**config.mk**
```make
export PLATFORM = sky130hd
export DESIGN_NAME = smsr_regs
export DESIGN_NICKNAME = d
export VERILOG_FILES = /design/src/hdl/smsr_pkg.sv /design/src/hdl/smsr_det_if.sv /design/src/hdl/smsr_regs.sv /design/src/hdl/smsr_detect_sync.sv
export SDC_FILE = /design/constraint.sdc
export NUM_CORES = 1
export LEC_CHECK = 0
export BUFFER_PORTS_ARGS = -buffer_cell sky130_fd_sc_hd__buf_4
export CAP_MARGIN = 20
export CORE_ASPECT_RATIO = 1.4
export CORE_UTILIZATION = 49
export CTS_BUF_LIST = sky130_fd_sc_hd__clkbuf_8
export CTS_CLUSTER_DIAMETER = 60
export DETAILED_ROUTE_END_ITERATION = 8
export PLACE_DENSITY = 0.82
export SKIP_LAST_GASP = 1
export SLEW_MARGIN = 20
export SYNTH_ARGS = -nofsm -noshare
export SYNTH_HDL_FRONTEND = slang
export SYNTH_SLANG_ARGS = --single-unit
```
**constraint.sdc**
```tcl
create_clock -name clk -period 1.8 [get_ports clk]
set_input_delay 0.45 -clock clk [delete_from_list [all_inputs] [get_ports clk]]
set_output_delay 0.45 -clock clk [all_outputs]
set_load 0.05 [all_outputs]
```
**src/hdl/smsr_pkg.sv**
```systemverilog
// ----------------------------------------------------------------------------
// shared constants of the supply monitor status registers
// ----------------------------------------------------------------------------
package smsr_pkg;

    // register word indices; byte address is four times the index
    localparam logic [7:0] IDX_CTRL_STATUS = 8'h3a;
    localparam logic [7:0] IDX_THRESHOLD   = 8'h3e;
    localparam logic [7:0] IDX_IRQ_STATUS  = 8'h40;
    localparam logic [7:0] IDX_IRQ_MASK    = 8'h41;

    localparam int ADR_W   = 10;
    localparam int DAT_W   = 32;
    localparam int REG_W   = 8;
    localparam int IDX_LSB = 2;

    // supply_monitor_ctrl_status fields
    localparam int CS_IRQ_EN   = 0;
    localparam int CS_WARN     = 1;
    localparam int CS_LV_FLAG  = 2;
    localparam int CS_TRIM_LSB = 5;
    localparam int CS_TRIM_W   = 2;

    // warning_threshold_select fields
    localparam int TH_LEVEL_LSB = 0;
    localparam int TH_LEVEL_W   = 2;
    localparam int TH_PRESC_LSB = 5;
    localparam int TH_PRESC_W   = 3;

    // interrupt status / mask bits
    localparam int IRQ_W      = 2;
    localparam int IRQ_WARN   = 0;
    localparam int IRQ_LVRST  = 1;

    localparam logic [1:0] TRIM_RESET   = 2'h0;
    localparam logic [1:0] LEVEL_RESET  = 2'h3;
    localparam logic [2:0] PRESC_RESET  = 3'h0;
    localparam logic [1:0] LEVEL_LOW    = 2'h0;
    localparam logic [1:0] LEVEL_MEDIUM = 2'h1;
    localparam logic [1:0] LEVEL_HIGH   = 2'h2;
    localparam logic [1:0] LEVEL_OFF    = 2'h3;
    localparam logic [1:0] IRQ_RESET    = 2'h0;

    // low-power rc period that a dip must last to be recorded while ext_clock_sel is low
    localparam int CLK_PERIOD_NS   = 10;
    localparam int LOWRC_PERIOD_NS = 33000;
    localparam int LOWRC_CYCLES    = (LOWRC_PERIOD_NS + CLK_PERIOD_NS - 1) / CLK_PERIOD_NS;
    localparam int DIP_CNT_W       = 12;

    typedef enum logic
    {
        LV_IDLE  = 1'b0,
        LV_BELOW = 1'b1
    } smsr_lv_state_type;

endpackage

```
**src/hdl/smsr_det_if.sv**
```systemverilog
`timescale 1ns/100ps
// ----------------------------------------------------------------------------
// synchronised detector levels and lowvolt edges
// ----------------------------------------------------------------------------
interface smsr_det_if;
    logic warn_lvl;
    logic lowv_lvl;
    logic lowv_rise;
    logic lowv_fall;

    modport source
    (
        output warn_lvl,
        output lowv_lvl,
        output lowv_rise,
        output lowv_fall
    );

    modport sink
    (
        input warn_lvl,
        input lowv_lvl,
        input lowv_rise,
        input lowv_fall
    );
endinterface

```
**src/hdl/smsr_regs.sv**
```systemverilog
// Local design decision: register access over Wishbone.
`timescale 1ns/100ps
module smsr_regs
(
    input  wire logic                          clk,              // system clock, 100 MHz
    input  wire logic                          reset_n,          // system reset, any cause
    input  wire logic                          por_n,            // power-on reset only
    input  wire logic                          wb_cyc_i,         // bus cycle
    input  wire logic                          wb_stb_i,         // bus strobe
    input  wire logic                          wb_we_i,          // write enable
    input  wire logic [smsr_pkg::ADR_W-1:0]    wb_adr_i,         // byte address
    input  wire logic [3:0]                    wb_sel_i,         // byte lanes
    input  wire logic [smsr_pkg::DAT_W-1:0]    wb_dat_i,         // write data
    output logic      [smsr_pkg::DAT_W-1:0]    wb_dat_o,         // read data
    output logic                               wb_ack_o,         // acknowledge
    input  wire logic                          warn_detector_raw,// warning comparator
    input  wire logic                          lowv_below_raw,   // lowvolt comparator
    input  wire logic                          lowv_enabled,     // lowvolt option on
    input  wire logic                          ext_clock_sel,    // external clock chosen
    input  wire logic                          ext_clock_fast,   // external clock > 10 MHz
    input  wire logic                          halt_mode,        // device in halt
    input  wire logic                          irq_service_entry,// warning vector taken
    output logic      [1:0]                    warning_level_field, // to warning detector
    output logic      [1:0]                    rc_trim_low_bits, // to rc oscillator
    output logic      [2:0]                    rc_prescale_select,  // to rc prescaler
    output logic                               irq,              // interrupt level
    output logic                               wake_req          // wake request
);

    // ------------------------------------------------------------------------
    // detector synchronisation
    // ------------------------------------------------------------------------
    smsr_det_if det ();

    smsr_detect_sync u_sync
    (
        .clk      (clk),
        .por_n    (por_n),
        .warn_raw (warn_detector_raw),
        .lowv_raw (lowv_below_raw),
        .det      (det)
    );

    function automatic logic hit(input logic [smsr_pkg::ADR_W-1:0] adr, input logic [7:0] idx);
        hit = (adr[smsr_pkg::ADR_W-1:smsr_pkg::IDX_LSB] == idx);
    endfunction

    // ------------------------------------------------------------------------
    // bus slave
    // ------------------------------------------------------------------------
    logic                         req;
    logic                         wr_now;
    logic                         rd_now;
    logic [smsr_pkg::REG_W-1:0]   wdat;
    logic                         voltage_warning_irq_enable;
    logic                         voltage_warning_flag;
    logic                         lowvolt_reset_flag;
    logic [smsr_pkg::IRQ_W-1:0]   irq_status;
    logic [smsr_pkg::IRQ_W-1:0]   irq_mask;
    logic [smsr_pkg::REG_W-1:0]   next_rdata;

    assign req    = wb_cyc_i & wb_stb_i & ~wb_ack_o;
    assign wr_now = req & wb_we_i & wb_sel_i[0];
    assign rd_now = req & ~wb_we_i;
    assign wdat   = wb_dat_i[smsr_pkg::REG_W-1:0];

    always_comb
    begin
        next_rdata = '0;
        if (hit(wb_adr_i, smsr_pkg::IDX_CTRL_STATUS))
        begin
            next_rdata[smsr_pkg::CS_IRQ_EN] = voltage_warning_irq_enable;
            next_rdata[smsr_pkg::CS_WARN]   = voltage_warning_flag;
            next_rdata[smsr_pkg::CS_LV_FLAG] = lowvolt_reset_flag;
            next_rdata[smsr_pkg::CS_TRIM_LSB +: smsr_pkg::CS_TRIM_W] = rc_trim_low_bits;
        end
        else if (hit(wb_adr_i, smsr_pkg::IDX_THRESHOLD))
        begin
            next_rdata[smsr_pkg::TH_LEVEL_LSB +: smsr_pkg::TH_LEVEL_W] = warning_level_field;
            next_rdata[smsr_pkg::TH_PRESC_LSB +: smsr_pkg::TH_PRESC_W] = rc_prescale_select;
        end
        else if (hit(wb_adr_i, smsr_pkg::IDX_IRQ_STATUS))
        begin
            next_rdata[smsr_pkg::IRQ_W-1:0] = irq_status;
        end
        else if (hit(wb_adr_i, smsr_pkg::IDX_IRQ_MASK))
        begin
            next_rdata[smsr_pkg::IRQ_W-1:0] = irq_mask;
        end
    end

    // unmapped addresses are acknowledged and read as zero
    always_ff @(posedge clk)
    begin
        if (!reset_n)
        begin
            wb_ack_o <= 1'b0;
            wb_dat_o <= '0;
        end
        else
        begin
            wb_ack_o <= req;
            if (rd_now)
            begin
                wb_dat_o <= {{(smsr_pkg::DAT_W-smsr_pkg::REG_W){1'b0}}, next_rdata};
            end
        end
    end

    // ------------------------------------------------------------------------
    // ctrl/status register (frozen in halt, except the lowvolt flag)
    // ------------------------------------------------------------------------
    logic ctrl_wr;
    logic warn_active;
    logic warn_cross;

    assign ctrl_wr     = wr_now & hit(wb_adr_i, smsr_pkg::IDX_CTRL_STATUS) & ~halt_mode;
    assign warn_active = det.warn_lvl & (warning_level_field != smsr_pkg::LEVEL_OFF);
    assign warn_cross  = ~halt_mode & (warn_active != voltage_warning_flag);

    // reserved bits 7 and 4:3 are not stored and read zero
    always_ff @(posedge clk)
    begin
        if (!reset_n)
        begin
            voltage_warning_irq_enable <= 1'b0;
            rc_trim_low_bits           <= smsr_pkg::TRIM_RESET;
        end
        else if (ctrl_wr)
        begin
            voltage_warning_irq_enable <= wdat[smsr_pkg::CS_IRQ_EN];
            rc_trim_low_bits <= wdat[smsr_pkg::CS_TRIM_LSB +: smsr_pkg::CS_TRIM_W];
        end
    end

    always_ff @(posedge clk)
    begin
        if (!reset_n)
        begin
            voltage_warning_flag <= 1'b0;
        end
        else if (!halt_mode)
        begin
            voltage_warning_flag <= warn_active;
        end
    end

    // ------------------------------------------------------------------------
    // threshold select register
    // ------------------------------------------------------------------------
    always_ff @(posedge clk)
    begin
        if (!reset_n)
        begin
            warning_level_field <= smsr_pkg::LEVEL_RESET;
            rc_prescale_select  <= smsr_pkg::PRESC_RESET;
        end
        else if (wr_now && hit(wb_adr_i, smsr_pkg::IDX_THRESHOLD))
        begin
            warning_level_field <= wdat[smsr_pkg::TH_LEVEL_LSB +: smsr_pkg::TH_LEVEL_W];
            rc_prescale_select  <= wdat[smsr_pkg::TH_PRESC_LSB +: smsr_pkg::TH_PRESC_W];
        end
    end

    // ------------------------------------------------------------------------
    // lowvolt dip qualification, survives every reset but power-on
    // ------------------------------------------------------------------------
    smsr_pkg::smsr_lv_state_type lv_state;
    logic [smsr_pkg::DIP_CNT_W-1:0] dip_cnt;
    logic                           dip_in_halt;
    logic                           long_dip;
    logic                           lv_set;

    assign long_dip = (dip_cnt >= smsr_pkg::DIP_CNT_W'(smsr_pkg::LOWRC_CYCLES));

    always_comb
    begin
        lv_set = 1'b0;
        if (lv_state == smsr_pkg::LV_BELOW && det.lowv_fall && lowv_enabled)
        begin
            if (ext_clock_sel)
            begin
                lv_set = ~dip_in_halt & ext_clock_fast;
            end
            else
            begin
                lv_set = long_dip;
            end
        end
    end

    always_ff @(posedge clk)
    begin
        if (!por_n)
        begin
            lv_state    <= smsr_pkg::LV_IDLE;
            dip_cnt     <= '0;
            dip_in_halt <= 1'b0;
        end
        else
        begin
            case (lv_state)
                smsr_pkg::LV_IDLE:
                begin
                    if (det.lowv_rise)
                    begin
                        lv_state    <= smsr_pkg::LV_BELOW;
                        dip_cnt     <= '0;
                        dip_in_halt <= halt_mode;
                    end
                end
                smsr_pkg::LV_BELOW:
                begin
                    if (det.lowv_fall)
                    begin
                        lv_state <= smsr_pkg::LV_IDLE;
                    end
                    else if (!long_dip)
                    begin
                        dip_cnt <= dip_cnt + 1'b1;
                    end
                end
                default:
                begin
                    lv_state <= smsr_pkg::LV_IDLE;
                end
            endcase
        end
    end

    // power-on and a ctrl/status read clear it; reset_n (external, watchdog) does not
    always_ff @(posedge clk)
    begin
        if (!por_n)
        begin
            lowvolt_reset_flag <= 1'b0;
        end
        else if (lv_set)
        begin
            lowvolt_reset_flag <= 1'b1;
        end
        else if (reset_n && rd_now && hit(wb_adr_i, smsr_pkg::IDX_CTRL_STATUS))
        begin
            lowvolt_reset_flag <= 1'b0;
        end
    end

    // ------------------------------------------------------------------------
    // interrupt status, mask and outputs
    // ------------------------------------------------------------------------
    logic [smsr_pkg::IRQ_W-1:0] irq_set;
    logic [smsr_pkg::IRQ_W-1:0] irq_clr;

    always_comb
    begin
        irq_set = '0;
        irq_set[smsr_pkg::IRQ_WARN]  = warn_cross & voltage_warning_irq_enable;
        irq_set[smsr_pkg::IRQ_LVRST] = lv_set;
        irq_clr = '0;
        if (wr_now && hit(wb_adr_i, smsr_pkg::IDX_IRQ_STATUS))
        begin
            irq_clr = wdat[smsr_pkg::IRQ_W-1:0];
        end
        irq_clr[smsr_pkg::IRQ_WARN] = irq_clr[smsr_pkg::IRQ_WARN] | irq_service_entry;
    end

    always_ff @(posedge clk)
    begin
        if (!reset_n)
        begin
            irq_status <= smsr_pkg::IRQ_RESET;
        end
        else
        begin
            irq_status <= (irq_status & ~irq_clr) | irq_set;
        end
    end

    always_ff @(posedge clk)
    begin
        if (!reset_n)
        begin
            irq_mask <= smsr_pkg::IRQ_RESET;
        end
        else if (wr_now && hit(wb_adr_i, smsr_pkg::IDX_IRQ_MASK))
        begin
            irq_mask <= wdat[smsr_pkg::IRQ_W-1:0];
        end
    end

    always_ff @(posedge clk)
    begin
        if (!reset_n)
        begin
            irq      <= 1'b0;
            wake_req <= 1'b0;
        end
        else
        begin
            irq      <= |(irq_status & irq_mask);
            wake_req <= |(irq_status & irq_mask) & ~halt_mode;
        end
    end

    // ------------------------------------------------------------------------
    // checks
    // ------------------------------------------------------------------------
    a_ack_single_pulse : assert property (@(posedge clk) disable iff (!reset_n)
        req |=> wb_ack_o ##1 !wb_ack_o) else $error("ack not one cycle after request");
    a_warn_follows_det : assert property (@(posedge clk) disable iff (!reset_n)
        (!halt_mode && warning_level_field != smsr_pkg::LEVEL_OFF) |=>
        voltage_warning_flag == $past(det.warn_lvl)) else $error("warning flag lags detector");
    a_warn_level_off : assert property (@(posedge clk) disable iff (!reset_n)
        (!halt_mode && warning_level_field == smsr_pkg::LEVEL_OFF) |=>
        !voltage_warning_flag) else $error("warning flag set with detector off");
    a_cross_raises_irq : assert property (@(posedge clk) disable iff (!reset_n)
        (warn_cross && voltage_warning_irq_enable) |=> irq_status[smsr_pkg::IRQ_WARN])
        else $error("crossing lost");
    a_no_req_disabled : assert property (@(posedge clk) disable iff (!reset_n)
        $rose(irq_status[smsr_pkg::IRQ_WARN]) |-> $past(voltage_warning_irq_enable))
        else $error("request raised while disabled");
    a_service_clears : assert property (@(posedge clk) disable iff (!reset_n)
        (irq_service_entry && !irq_set[smsr_pkg::IRQ_WARN]) |=>
        !irq_status[smsr_pkg::IRQ_WARN]) else $error("service entry did not clear");
    a_halt_frozen : assert property (@(posedge clk) disable iff (!reset_n)
        (halt_mode && $past(halt_mode) && $past(reset_n)) |->
        $stable(voltage_warning_flag) && $stable(voltage_warning_irq_enable) && !wake_req)
        else $error("ctrl/status changed in halt");
    a_read_clears_flag : assert property (@(posedge clk) disable iff (!reset_n)
        (rd_now && hit(wb_adr_i, smsr_pkg::IDX_CTRL_STATUS) && !lv_set) |=>
        !lowvolt_reset_flag) else $error("lowvolt flag not cleared by read");
    a_flag_survives_rst : assert property (@(posedge clk) disable iff (!por_n)
        (!reset_n && lowvolt_reset_flag) |=> lowvolt_reset_flag)
        else $error("lowvolt flag lost in reset");
    a_short_dip_ignored : assert property (@(posedge clk) disable iff (!por_n)
        (lv_set && !ext_clock_sel) |-> dip_cnt >= smsr_pkg::DIP_CNT_W'(smsr_pkg::LOWRC_CYCLES))
        else $error("short dip recorded");
    a_ext_halt_never : assert property (@(posedge clk) disable iff (!por_n)
        (lv_set && ext_clock_sel) |-> !dip_in_halt && ext_clock_fast)
        else $error("lowvolt flag set under external clock rule");
    a_thr_reset_value : assert property (@(posedge clk)
        !reset_n |=> warning_level_field == smsr_pkg::LEVEL_RESET && !voltage_warning_irq_enable)
        else $error("reset values wrong");

endmodule

```
**src/hdl/smsr_detect_sync.sv**
```systemverilog
`timescale 1ns/100ps
// ----------------------------------------------------------------------------
// two-stage synchronisers for the analog detector outputs
// ----------------------------------------------------------------------------
module smsr_detect_sync
(
    input  wire logic        clk,          // system clock
    input  wire logic        por_n,        // power-on reset, active low
    input  wire logic        warn_raw,     // asynchronous warning comparator
    input  wire logic        lowv_raw,     // asynchronous lowvolt comparator
    smsr_det_if.source       det           // synchronised levels and edges
);

    logic [1:0] warn_sync;
    logic [1:0] lowv_sync;
    logic       lowv_last;

    always_ff @(posedge clk)
    begin
        if (!por_n)
        begin
            warn_sync <= 2'h0;
            lowv_sync <= 2'h0;
            lowv_last <= 1'b0;
        end
        else
        begin
            warn_sync <= {warn_sync[0], warn_raw};
            lowv_sync <= {lowv_sync[0], lowv_raw};
            lowv_last <= lowv_sync[1];
        end
    end

    assign det.warn_lvl = warn_sync[1];
    assign det.lowv_lvl  = lowv_sync[1];
    assign det.lowv_rise = lowv_sync[1] & ~lowv_last;
    assign det.lowv_fall = ~lowv_sync[1] & lowv_last;

    a_sync_two_stage : assert property (@(posedge clk) disable iff (!por_n)
        $past(warn_raw, 2) == warn_sync[1]) else $error("warning not delayed two stages");

endmodule

```
# Word level (Yosys, flattened, before mapping)
# Cells that the tools add are included.
# totals
ff_bits,42
latch_bits,0
mem_bits_rw,0
romBits,0
inputBits,59
wordCells,86
n_memories,0
# op_classes
n_addsub,1
multipliers,0
div_mod_pow,0
n_lt_le_gt_ge,1
eq_ne,9
n_shift,0
mux,20
bitwise_logic,26
reduce_logical,11
# op_table
operator,n
two-way mux 12 bit,3
one-hot mux 12 bit (2 select lines),1
"== test 8 x 6 -> 1 bit, second input constant",2
"== test 8 x 7 -> 1 bit, second input constant",2
AND 1 bit,14
"adder 12 x 1 -> 12 bit, second input constant",1
"greater-or-equal comparator 12 bit, second input constant",1
two-way mux 2 bit,6
two-way mux 1 bit,8
"!= test 2 bit, second input constant",4
logical AND 1 bit,7
inverter 1 bit,7
AND 2 bit,2
two-way mux 3 bit,1
AND reduction 3 bit,1
inverter 2 bit,1
bitwise OR 2 bit,1
one-hot mux 1 bit (2 select lines),1
AND reduction 2 bit,1
nonzero test 2 bit,1
OR reduction 2 bit,1
!= test 1 bit,1
bitwise OR 1 bit,1

# Logic depth before layout (Yosys ltp)
# depth
depth_word,10
mapped_depth,5
mapped_depth_nobuf,5

# Cells and area by module
# A second synthesis with hierarchy kept.
# unflattened
hier_cells,249
hier_area_um2,2203.4
# by_module_without_submodules
module,instances,cells_per_inst,area_each_um2
smsr_regs,1,237,2059.5
smsr_detect_sync,1,12,143.9

# Least setup slack after synthesis
# OpenSTA, ideal clock, no wires.
# synth_timing
kind,flip-flop to flip-flop
startpoint,register wb_ack_o
endpoint,register irq_status[0] (netlist bit)
arrival_ps,1396
t_required_ps,1713
slack_ps,317
stages_incl_launch_ff,5
path_buffers,0
synth_period_minus_slack_ps,1483
path_cell_list,dfxtp_1 -> and3b_1 -> and4_1 -> and3_1 -> o31ai_1
# synth_via
elab_chain_len,10
# synth_rtl
item,line,rtl
from (decl),smsr_regs.sv:15,"output logic wb_ack_o,"
from (signal assigned),smsr_regs.sv:102,wb_ack_o <= req;
inverter 1 bit,smsr_regs.sv:62,assign req = wb_cyc_i & wb_stb_i & ~wb_ack_o;
AND 1 bit,smsr_regs.sv:62,
AND 1 bit (2 in series),smsr_regs.sv:63,assign wr_now = req & wb_we_i & wb_sel_i[0];
logical AND 1 bit,smsr_regs.sv:260,"if (wr_now && hit(wb_adr_i, smsr_pkg::IDX_IRQ_STATUS))"
two-way mux 2 bit,smsr_regs.sv:260,
bitwise OR 1 bit,smsr_regs.sv:264,irq_clr[smsr_pkg::IRQ_WARN] = irq_clr[smsr_pkg::IRQ_WARN] | irq_service_entry;
inverter 2 bit,smsr_regs.sv:275,irq_status <= (irq_status & ~irq_clr) | irq_set;
AND 2 bit,smsr_regs.sv:275,
bitwise OR 2 bit,smsr_regs.sv:275,
to (signal assigned),smsr_regs.sv:271,irq_status <= smsr_pkg::IRQ_RESET;
to (signal assigned),smsr_regs.sv:275,
to (decl),smsr_regs.sv:58,logic [smsr_pkg::IRQ_W-1:0] irq_status;
# Every way passes these cells.
# A chain may end at the register's enable or synchronous reset.

# Worst setup path in the final report
# layout_timing
startpoint,register lv_state
endpoint,register dip_cnt[0] (netlist bit)
# layout_via
elab_chain_len,3
elab_cells_between_ends,6
classes_between,eq/ne: 3; mux: 1; bitwise: 1; reduce/logical: 1
# layout_rtl
item,line,rtl
from (decl),smsr_regs.sv:168,smsr_pkg::smsr_lv_state_type lv_state;
from (signal assigned),smsr_regs.sv:196,lv_state <= smsr_pkg::LV_IDLE;
from (signal assigned),smsr_regs.sv:207,lv_state <= smsr_pkg::LV_BELOW;
from (signal assigned),smsr_regs.sv:216,lv_state <= smsr_pkg::LV_IDLE;
inverter 1 bit (no source line),-,
!= test 2 bit (no source line),-,
AND reduction 3 bit (no source line),-,
to (signal assigned),smsr_regs.sv:220,dip_cnt <= dip_cnt + 1'b1;
to (decl),smsr_regs.sv:169,logic [smsr_pkg::DIP_CNT_W-1:0] dip_cnt;
# Several ways; a longest one is shown, not always the timed one.

==> impl_results.md <==
* Run status: finished, final reports clean
* Highest metal layer with signal wires: met4
* Net count, final at 373
* PwrDens at 766 nW/um^2
* Share of the clock period used by the worst path after layout at 0.880
* Number of design-rule violations left by the first detailed-router iteration at 138
* Mean routed wirelength per cell at 13.9 microns
* Cell Area, Synth at 2310 sq um
* Number of design rule violations left after detail routing at 0
* Die Span Y at 83.2 microns
* Count of flip-flops with a built-in enable after synthesis at 0
* Maximum VDD drop at 0.000517 V
* Fraction of registers with async set/reset at 0
* Via count of the first global-routing pass at 2015
* Startpoint type of the worst setup path: flop
* Detail Placement HPWL at 4000 microns
* Site Rows at 29
* First-pass GRT wire length at 8820 microns
* Cell leakage power at 1.14 nW
* Critical path capture point type: flop
* Worst hold path class: in -> reg
* Initial Utilization at 0.509
* Slew at the pin closest to its max-slew limit at 551 ps
* Avg Synthesized Cell Area at 8.84 sq um
* Clock root cell: clkbuf_8
* Clock slew at reported path FFs at 80 ps
* Most frequently used cell type in the post-synthesis netlist: dfxtp_1
* Number of placed instances, taps included at 367
* Total negative slack at 0 ps
* Syn Inst Count at 261
* Fraction of final layout cells with drive strength greater than 1 at 0.240
* Antenna Cells at 0
* Number of fillers in the final layout at 415
* Hold Slack at 331 ps
* Setup repair after global routing missed its margin: no
* Part of the Yosys area used for sequential elements at 0.364
* Met2 layer wire length in the routed design at 2870 microns
* GPL Wtd Cong at 0.924
* Skew-Pair Late Insertion Delay at 300 ps
* Max-cap viol count at 0
* Max-slew violation count at 0
* Worst-path fanout max at 8
* Total Die Area at 4990 sq um
* Routed met3 length at 315 microns
* Biggest area contributors in the synthesized netlist: dfxtp_1, buf_4, mux2i_1
* Aggregate global-route resource usage at 0.228
* Clk buf depth at 2
* Launching element of the worst setup path: lv_state
* Clock tree sinks at 42
* Worst setup skew after layout at 5.53 ps
* Reg area at 841 sq um
* Most common flop cell mapped by yosys: dfxtp_1
* Area of the multi-input gates at 1280 sq um
* Most frequent cells after synthesis: dfxtp_1, buf_4, nand2_1
* CTS tree: yes
* Cell accounting for the most synthesized area: dfxtp_1
* Start of the worst register-to-register path: lv_state
* Routed vias at 2074
* Startpoint-to-endpoint class of the critical path: reg -> reg
* Final Routed Wirelength at 5230 microns
* Total CTS buffers at 5
* Post-synthesis register bit count at 42
* Total of hold buffers inserted after clock tree synthesis at 0
* Final setup vio count at 0
* First-pass iteration count of the detailed router at 4
* Relative slew slack at 0.629
* Share of the synthesized area in the top cell type at 0.364
* Area Overhead vs Synth at 20.7%
* Critical path required time at 2030 ps
* Min Clock Period, post-route at 1580 ps
* Pin count of the biggest net entering global routing at 17
* Arrival @ worst endpoint at 1810 ps
* Antenna violations before repair at 0
* Area of the placeable core at 4540 sq um
* Launch instance of the worst min-delay path: irq_service_entry
* Buffers inserted by post-CTS timing repair at 0
* Count of different cell masters after synthesis at 57
* IO Pins at 101
* Resize count post-CTS at 0
* Die width at 60.0 microns
* Clock H-tree levels at 2
* F_max at 631 MHz
* Count of endpoints failing hold in the final timing report at 0
* Yosys synthesis warning count at 0
* Grt total ovfl at 0
* Sum of routed wire segments on met1 at 1950 microns
* Port bufs at 42
* Finished Layout Cells at 375
* Number of vias per cell after detailed routing at 5.53
* Final antenna-violating net count at 0
==> stage by stage <==
step	power, mW	setup slack (ps)	util	area, sq um
after global routing	2.20	71.3	0.614	2780
after floorplan	1.22	317	-	2400
after global placement	1.26	137	0.583	2650
after detailed placement	1.27	101	0.583	2650
after CTS	2.15	243	0.614	2780
final	2.13	216	0.614	2780
==> cell families (layout without fill, tap and decap cells) <==
family	Yosys count	in the layout	synth area share
AOI/OAI and AO/OA	58	58	0.192
adders and majority gates	2	2	0.0108
muxes	14	14	0.0607
buffers and inverters	45	72	0.121
xor gates and xnor gates	1	1	0.00380
DFF	42	42	0.364
other	1	26	0.00163
and+or+nand+nor	98	98	0.246
==> sequential cells by signal, summed over array words and instances (netlist names), 2 cells and up <==
signal / cells
dip_cnt: 12
wb_dat_o: 6
rc_prescale_select: 3
irq_mask: 2
irq_status: 2
rc_trim_low_bits: 2
u_sync.lowv_sync: 2
u_sync.warn_sync: 2
warning_level_field: 2
==> critical path, stage by stage, from the launching register on <==
cell and delay (ps):
dfxtp_1 520, inv_1 150, nor4_1 550, o31ai_1 140, a21oi_1 160
==> layout by cell type, fill, tap and decap left out, types with 3 or more instances in the layout <==
cell       n
dfxtp_1   42
nor4_1     3
mux2i_1   14
nor3_1     4
clkbuf_8   5
o21ai_0    8
or3_1      8
nand2_1   23
conb_1    26
and2_1     6
inv_1      8
a211oi_1   4
and3_1     6
nor2_1    11
buf_4     55
a21oi_1   15
o31ai_1    7
nand4_1    6
nand3_1   13
==> metal layers <==
metal  GRT usage  up-vias
met5           0        -
met3      0.0343       10
met2       0.415       92
met1       0.245      958
met4       0.106        0
li1            -     1014
==> area by class of cell <==
cell class                 count  area share
clock buffer                   5      0.0247
clock inverter                 3      0.0247
inverter                       9      0.0121
multi-input combinational    199       0.460
sequential                    42       0.302
tap                           62      0.0279
timing repair buffer          55       0.148
==> power by group <==
group          switching (mW)  internal (mW)
logic                   0.216         0.0833
registers             0.00804          0.938
clock network           0.330          0.556
total                   0.555           1.58
==> final timing paths <==
| check | end | slack, ps | cells after the start |
|---|---|---|---|
| min | irq_status[0] | 330 | 2 |
| min reg2reg | u_sync.warn_sync[1] | 430 | 1 |
| max | dip_cnt[0] | 220 | 4 |
| max reg2reg | dip_cnt[0] | 220 | 4 |
No activity file was read; power rests on OpenSTA's default activity.
